**config.mk**
```make
export PLATFORM = sky130hd
export DESIGN_NAME = fpc_pll_ctrl
export DESIGN_NICKNAME = d
export VERILOG_FILES = /design/src/design/fpc_pll_ctrl.v /design/src/design/fpc_frac_seq.v
export VERILOG_INCLUDE_DIRS = /design/src /design/src/design
export SDC_FILE = /design/constraint.sdc
export NUM_CORES = 1
export LEC_CHECK = 0
export ABC_CLOCK_PERIOD_IN_PS = 3800
export BUFFER_PORTS_ARGS = -buffer_cell sky130_fd_sc_hd__buf_2
export CAP_MARGIN = 20
export CORE_ASPECT_RATIO = 0.8
export CORE_MARGIN = 3
export CORE_UTILIZATION = 50
export CTS_CLUSTER_DIAMETER = 30
export DETAILED_ROUTE_END_ITERATION = 8
export GPL_ROUTABILITY_DRIVEN = 0
export PLACE_DENSITY = 0.78
export SYNTH_ARGS = -nofsm -noshare
export SYNTH_HDL_FRONTEND = slang
export SYNTH_SLANG_ARGS = --single-unit
```
**constraint.sdc**
```tcl
create_clock -name core_clk_i -period 3.8 [get_ports core_clk_i]
set_input_delay 0.57 -clock core_clk_i [delete_from_list [all_inputs] [get_ports core_clk_i]]
set_output_delay 0.57 -clock core_clk_i [all_outputs]
set_load 0.02 [all_outputs]
```
**src/design/fpc_defs.vh**
```
`ifndef FPC_DEFS_VH
`define FPC_DEFS_VH
`define FPC_ADDR_CTL 8'h0f
`define FPC_ADDR_FRAC 8'h12
`define FPC_ADDR_CLKSEL 8'h0e
`define FPC_ADDR_STATUS 8'h13
`define FPC_BIT_BYPASS 29
`define FPC_BIT_REFSEL 28
`define FPC_BIT_ENABLE 27
`define FPC_OD_HI 25
`define FPC_OD_LO 23
`define FPC_F_HI 20
`define FPC_F_LO 8
`define FPC_R_HI 5
`define FPC_R_LO 0
`define FPC_BIT_FRAC_EN 31
`define FPC_FH_HI 15
`define FPC_FH_LO 8
`define FPC_P_HI 7
`define FPC_P_LO 0
`define FPC_BIT_APP_SEL 31
`define FPC_CTL_MASK 32'h3b9fff3f
`define FPC_FRAC_MASK 32'h8000ffff
`define FPC_CTL_RESET 32'h00000100
`define FPC_FRAC_RESET 32'h00000000
`endif

```
**src/design/fpc_pll_ctrl.v**
```verilog
`timescale 1ns/1ps
`include "fpc_defs.vh"
// Operation
// RULE1: Bypass bit 29 routes the reference around the secondary PLL.
// RULE2: Bit 28 picks core PLL output, else crystal, as reference.
// RULE3: Enable bit 27 runs the PLL; resets cleared.
// RULE4: Three-bit output divider held in bits 25:23, values 0 to 7.
// RULE5: Feedback multiplier F held in bits 20:8, range 1 to 0x1FFF.
// RULE6: Reference divider R in bits 5:0; reference divided by R+1.
// RULE7: Fraction register bit 31 enables fractional mode; resets to zero.
// RULE8: Effective multiplier is F plus (f+1)/(p+1); software keeps f below p.
// RULE9: Divider F first in each period, then F+1 for the rest.
// RULE10: Period counted in reference cycles divided by R+1.
// RULE11: Field f in bits 15:8 gives f+1 cycles using F+1.
// RULE12: Field p in bits 7:0 gives period of p+1 cycles.
// RULE13: Secondary PLL selectable as application divider source; core PLL otherwise.
// RULE14: Reserved bits read zero and writes to them do nothing.
module fpc_pll_ctrl #(
    parameter AW = 8,
    parameter FW = 13,
    parameter PW = 8
) (
    input wire core_clk_i,
    input wire sys_rst_i,
    input wire [AW-1:0] reg_addr_i,
    input wire [31:0] reg_wdata_i,
    input wire reg_wr_i,
    input wire reg_rd_i,
    output reg [31:0] reg_rdata_o,
    input wire xtal_ref_i,
    input wire core_pll_ref_i,
    output reg pll_ref_sel_core_o,
    output reg pll_ref_tick_o,
    output reg pll_enable_o,
    output reg pll_bypass_o,
    output reg [2:0] output_divider_setting_o,
    output reg [5:0] ref_div_o,
    output reg [FW:0] fb_div_o,
    output reg app_clk_from_aux_o
);
    reg [31:0] ctl_q;
    reg [31:0] frac_q;
    reg app_sel_q;
    reg xtal_s1_q;
    reg xtal_s2_q;
    reg xtal_s3_q;
    reg core_s1_q;
    reg core_s2_q;
    reg core_s3_q;
    reg [5:0] rdiv_cnt_q;
    reg tick_q;
    reg [31:0] rdata_d;
    wire aux_loop_bypass;
    wire aux_loop_ref_from_core;
    wire aux_loop_enable;
    wire fractional_mode_enable;
    wire [FW-1:0] f_int;
    wire [PW-1:0] fraction_high_count;
    wire [PW-1:0] frac_period;
    wire [5:0] r_div;
    wire ref_rise;
    wire [FW:0] seq_fb;
    wire [PW-1:0] seq_phase;

    assign aux_loop_bypass = ctl_q[`FPC_BIT_BYPASS];
    assign aux_loop_ref_from_core = ctl_q[`FPC_BIT_REFSEL];
    assign aux_loop_enable = ctl_q[`FPC_BIT_ENABLE];
    assign f_int = ctl_q[`FPC_F_HI:`FPC_F_LO];
    assign r_div = ctl_q[`FPC_R_HI:`FPC_R_LO];
    assign fractional_mode_enable = frac_q[`FPC_BIT_FRAC_EN];
    assign fraction_high_count = frac_q[`FPC_FH_HI:`FPC_FH_LO];
    assign frac_period = frac_q[`FPC_P_HI:`FPC_P_LO];

    // Register writes; masks keep reserved bits at zero
    always @(posedge core_clk_i) begin
        if (sys_rst_i) begin
            ctl_q <= `FPC_CTL_RESET; // RULE3
            frac_q <= `FPC_FRAC_RESET; // RULE7
            app_sel_q <= 1'b0;
        end else if (reg_wr_i) begin
            if (reg_addr_i == `FPC_ADDR_CTL) begin
                ctl_q <= reg_wdata_i & `FPC_CTL_MASK; // RULE14
            end
            if (reg_addr_i == `FPC_ADDR_FRAC) begin
                frac_q <= reg_wdata_i & `FPC_FRAC_MASK; // RULE14
            end
            if (reg_addr_i == `FPC_ADDR_CLKSEL) begin
                app_sel_q <= reg_wdata_i[`FPC_BIT_APP_SEL]; // RULE13
            end
        end
    end

    // Read mux; unmapped addresses read zero
    always @* begin
        rdata_d = 32'h00000000;
        case (reg_addr_i)
            `FPC_ADDR_CTL: rdata_d = ctl_q;
            `FPC_ADDR_FRAC: rdata_d = frac_q;
            `FPC_ADDR_CLKSEL: rdata_d = {app_sel_q, 31'h00000000};
            `FPC_ADDR_STATUS: begin
                rdata_d = {{(16-PW){1'b0}}, seq_phase, {(14-FW){1'b0}}, seq_fb, pll_ref_tick_o};
            end
            default: rdata_d = 32'h00000000;
        endcase
    end

    always @(posedge core_clk_i) begin
        if (sys_rst_i) begin
            reg_rdata_o <= 32'h00000000;
        end else if (reg_rd_i) begin
            reg_rdata_o <= rdata_d;
        end else begin
            reg_rdata_o <= 32'h00000000;
        end
    end

    // Reference pins come from other clocks: two flops before any logic
    always @(posedge core_clk_i) begin
        if (sys_rst_i) begin
            xtal_s1_q <= 1'b0;
            xtal_s2_q <= 1'b0;
            xtal_s3_q <= 1'b0;
            core_s1_q <= 1'b0;
            core_s2_q <= 1'b0;
            core_s3_q <= 1'b0;
        end else begin
            xtal_s1_q <= xtal_ref_i;
            xtal_s2_q <= xtal_s1_q;
            xtal_s3_q <= xtal_s2_q;
            core_s1_q <= core_pll_ref_i;
            core_s2_q <= core_s1_q;
            core_s3_q <= core_s2_q;
        end
    end

    // Reference edges are only seen if slower than half of core_clk_i
    assign ref_rise = aux_loop_ref_from_core ? (core_s2_q & ~core_s3_q)
                                             : (xtal_s2_q & ~xtal_s3_q); // RULE2

    // Divide the chosen reference by R+1 to form the comparator tick
    always @(posedge core_clk_i) begin
        if (sys_rst_i) begin
            rdiv_cnt_q <= 6'h00;
            tick_q <= 1'b0;
        end else begin
            tick_q <= 1'b0;
            if (!aux_loop_enable) begin
                rdiv_cnt_q <= 6'h00;
            end else if (ref_rise) begin
                if (rdiv_cnt_q >= r_div) begin // RULE6
                    rdiv_cnt_q <= 6'h00;
                    tick_q <= 1'b1;
                end else begin
                    rdiv_cnt_q <= rdiv_cnt_q + 6'h01;
                end
            end
        end
    end

    fpc_frac_seq #(
        .FW(FW),
        .PW(PW)
    ) u_seq (
        .core_clk_i(core_clk_i),
        .sys_rst_i(sys_rst_i),
        .active_i(aux_loop_enable & fractional_mode_enable), // RULE7
        .tick_i(tick_q), // RULE10
        .f_int_i(f_int),
        .frac_hi_i(fraction_high_count),
        .period_i(frac_period),
        .fb_div_o(seq_fb),
        .phase_o(seq_phase)
    );

    // Outputs registered toward the analog loop
    always @(posedge core_clk_i) begin
        if (sys_rst_i) begin
            pll_ref_sel_core_o <= 1'b0;
            pll_ref_tick_o <= 1'b0;
            pll_enable_o <= 1'b0;
            pll_bypass_o <= 1'b0;
            output_divider_setting_o <= 3'h0;
            ref_div_o <= 6'h00;
            fb_div_o <= {(FW+1){1'b0}};
            app_clk_from_aux_o <= 1'b0;
        end else begin
            pll_ref_sel_core_o <= aux_loop_ref_from_core; // RULE2
            pll_ref_tick_o <= tick_q;
            pll_enable_o <= aux_loop_enable; // RULE3
            pll_bypass_o <= aux_loop_bypass; // RULE1
            output_divider_setting_o <= ctl_q[`FPC_OD_HI:`FPC_OD_LO]; // RULE4
            ref_div_o <= r_div; // RULE6
            fb_div_o <= seq_fb; // RULE5
            app_clk_from_aux_o <= app_sel_q; // RULE13
        end
    end
endmodule // fpc_pll_ctrl

```
**src/design/fpc_frac_seq.v**
```verilog
`timescale 1ns/1ps
// Alternates feedback divider between F and F+1 across a period of p+1 ticks
module fpc_frac_seq #(
    parameter FW = 13,
    parameter PW = 8
) (
    input wire core_clk_i,
    input wire sys_rst_i,
    input wire active_i,
    input wire tick_i,
    input wire [FW-1:0] f_int_i,
    input wire [PW-1:0] frac_hi_i,
    input wire [PW-1:0] period_i,
    output wire [FW:0] fb_div_o,
    output wire [PW-1:0] phase_o
);
    reg [PW-1:0] cnt_q;
    reg [PW-1:0] cnt_d;
    wire [PW:0] lo_len;
    wire use_hi;
    // F for the first p-f ticks, then F+1 for the last f+1 ticks
    assign lo_len = {1'b0, period_i} - {1'b0, frac_hi_i}; // RULE9
    assign use_hi = active_i && ({1'b0, cnt_q} >= lo_len); // RULE11
    assign fb_div_o = {1'b0, f_int_i} + {{FW{1'b0}}, use_hi}; // RULE8
    assign phase_o = cnt_q;
    always @* begin
        cnt_d = cnt_q;
        if (!active_i) begin
            cnt_d = {PW{1'b0}};
        end else if (tick_i) begin // RULE10
            if (cnt_q >= period_i) begin
                cnt_d = {PW{1'b0}}; // RULE12
            end else begin
                cnt_d = cnt_q + {{(PW-1){1'b0}}, 1'b1};
            end
        end
    end
    always @(posedge core_clk_i) begin
        if (sys_rst_i) begin
            cnt_q <= {PW{1'b0}};
        end else begin
            cnt_q <= cnt_d;
        end
    end
endmodule // fpc_frac_seq

```
==> run_results.csv <==
group,metric,value,unit
outcome,outcome,"finished, final reports clean",
synth,synth_area_leader_cell,"dfxtp_1",
worst_setup_path,critical-path-slowest-cell,"fa_2",
synth,avgSynthCellArea,8.82,sq um
sta,period_share,99.0,%
layout,finalNonFillerCells,872,
flow_run,cap_violations,0,
detailed_routing,via_count,4840,
placed_design,post_dp_cell_area,6010,sq um
worst_setup_path,worstPathCellList,"inv_2 > ha_4 > fa_2 > nor2b_4 > o31ai_4 > nand2b_1 > a211oi_2 > or2_4 > ha_4 > a211o_1 > o221ai_2 > a211oi_2 > ha_2 > ha_4 > nand3_4 > buf_4 > nor3_2 > xnor2_1 > a21oi_1 > o2bb2ai_1",
power_and_ir_drop,leakage,2.83,nW
floorplan,pin_count,106,
hold_path,hold_class,"input pin to register",
detailed_routing,wirelength,15000,microns
detailed_routing,dr.pass1.iters,5,
global_routing,grt_antenna_before_repair,1,
placed_design,hpwl,10600,microns
global_routing,grt-ovfl-total,0,
layout,layout-drive-gt1-share,27.3,%
layout,final.fill_count,835,
sta,max_slew_margin,45.3,%
layout,num_antenna_cells,0,
layout,multi_input_area,2890,sq um
worst_setup_path,worstPathArrival,4.03,ns
cts,clkTransAtPathRegs,0.05,ns
cts,clk_latency,0.42,ns
placed_design,port_buffers,99,
sta,setup_violations,0,
worst_setup_path,path_buf_inv,2,
synth,ys_seq_area_share,45.1,%
worst_setup_path,worstPathMaxFanout,4,
worst_setup_path,cp-end-kind,"register",
sta,setup_tns,0,ns
layout,regArea,2450,sq um
cts,h-tree-depth,4,
global_routing,grt_max_degree,40,
sta,report.final.hold_viol_count,0,
synth,netlist_area,5420,sq um
floorplan,row_count,33,
cts,cts_root_buffer,"clkbuf_16",
worst_setup_path,slowest_delay,0.39,ns
synth,syn_inst,614,
cts,cts_buffers,17,
sta,finalWorstSetupSlack,0.0362,ns
power_and_ir_drop,power_density,449,nW/um^2
detailed_routing,wire_per_inst,17.2,microns
placed_design,dp_cells,836,
cts,clockBufferDepth,2,
layout,final_cell_mix,"dfxtp_1 (118), nand2_1 (100), buf_2 (99), nor2_1 (59), a21oi_1 (46)",
power_and_ir_drop,fin_total_pwr,3.10,mW
global_routing,grt_pass1_vias,4609,
synth,synth-seq-cells,122,
sta,max_freq,266,MHz
cts,cts_sinks,122,
global_routing,track_usage,24.6,%
layout,layout_commonest_cell,"dfxtp_1",
sta,slew_violations,0,
layout,design_area,6890,sq um
synth,synthFlopType,"dfxtp_1",
worst_setup_path,cp_top_family,"adder cells",
synth,synth_area_leaders,"dfxtp_1 (45%), ha_1 (7.9%), nand2_1 (6.9%)",
global_routing,grt_pass1_wl,23000,microns
floorplan,start_util,52.1,%
worst_setup_path,crit_top_cell,"ha_4",
synth,ys_async_sr_fraction,0,%
detailed_routing,antenna_left,0,
synth,synth_edf_count,0,
sta,skew,0.00745,ns
worst_setup_path,path_class,"register to register",
floorplan,coreArea,10400,sq um
floorplan,dieArea,12100,sq um
worst_setup_path,critPathLaunchType,"register",
power_and_ir_drop,vdd_drop_max,344,uV
sta,worst_pin_slew,0.820,ns
sta,post-route-min-period,3.76,ns
detailed_routing,drc,0,
synth,ys_warn_count,0,
layout,final_nets,800,
worst_setup_path,critPathRequiredTime,4.07,ns
floorplan,fp.dieW,122,microns
cts,cts_hold_buf,0,
synth,synth_top_area_share,45.1,%
layout,area_growth,27.3,%
placed_design,dp_slack,-0.207,ns
cts,cts_tree,"yes",
sta,hold_ws,0.363,ns
detailed_routing,drt_iter0_drc,451,
layout,final_core_util,66.3,%
floorplan,fp.dieH,99.1,microns
synth,synth.distinct_cells,61,
detailed_routing,vias_per_cell,5.55,
-- cell families (layout without fill, tap and decap cells) --
| family | Yosys count | in the layout | synth area share (%) |
|---|---|---|---|
| AND/OR/NAND/NOR | 250 | 250 | 22.0 |
| buffers and inverters | 61 | 178 | 5.17 |
| flip-flops | 122 | 122 | 45.1 |
| multiplexers | 3 | 3 | 0.577 |
| adder cells (fa/ha/maj) | 35 | 35 | 8.22 |
| AO/OA/AOI/OAI | 117 | 117 | 14.9 |
| other | 1 | 2 | 0.0692 |
| XOR/XNOR | 25 | 25 | 4.04 |
-- Yosys cell counts, drive strengths merged, types with 2 or more instances --
library cell and instances:
o211a 2, nor3 7, nor3b 2, and2 14
xor2 9, dfxtp 122, nor4 2, a21o 3
xnor2 16, a21oi 57, buf 13, a22o 6
a22oi 15, nor2b 18, a211oi 5, nand2b 4
mux2i 2, clkbuf 16, nor2 61, o211ai 2
nand4 6, nand2 106, ha 34, o21ai 8
o31ai 2, inv 32, and3 9, o21a 2
a31oi 2, nand3 15
-- routing by layer --
metal / routed length, microns / GRT usage [%] / vias up
met5: 13 / 0 / -
met4: 442 / 10.2 / 2
met3: 1450 / 7.16 / 44
met2: 6950 / 39.4 / 277
met1: 6140 / 31.3 / 2236
li1: - / - / 2281
-- cell type report --
class | count | share of cell area [%]
inverter | 32 | 1.74
multi-input combinational | 432 | 42.0
clock inverter | 11 | 2.41
sequential | 122 | 35.5
timing repair buffer | 114 | 8.82
clock buffer | 21 | 6.97
tap | 140 | 2.54
-- final timing paths --
| path | cells after the start | start | endpoint | slack (ns) |
|---|---|---|---|---|
| max | 20 | frac_q[0] | reg_rdata_o[11] | 0.04 |
| min | 2 | xtal_ref_i | xtal_s1_q | 0.36 |
| max reg2reg | 20 | frac_q[0] | reg_rdata_o[11] | 0.04 |
| min reg2reg | 1 | core_s1_q | core_s2_q | 0.44 |
-- registers in the layout (all words and copies together) (netlist names), 3 cells and up --
signal and cells:
output_divider_setting_o 3, rdiv_cnt_q 6, ref_div_o 6, ctl_q 25, reg_rdata_o 30, frac_q 17, fb_div_o 14, u_seq.phase_o 8
-- what timing repair did --
| action | 4_1_cts | 5_1_grt |
|---|---|---|
| resized for setup | 9 | 29 |
| setup endpoints to repair | 9 | 18 |
| pin swaps | 1 | 13 |
| setup buffers | 1 | 3 |
-- report_power, final --
| group | internal (mW) | total, mW | switching, mW |
|---|---|---|---|
| logic | 0.0287 | 0.0815 | 0.0528 |
| clock network | 1.16 | 1.73 | 0.568 |
| registers | 1.28 | 1.28 | 0.00168 |
| total | 2.47 | 3.10 | 0.622 |
(Power assumes the default switching activity.)
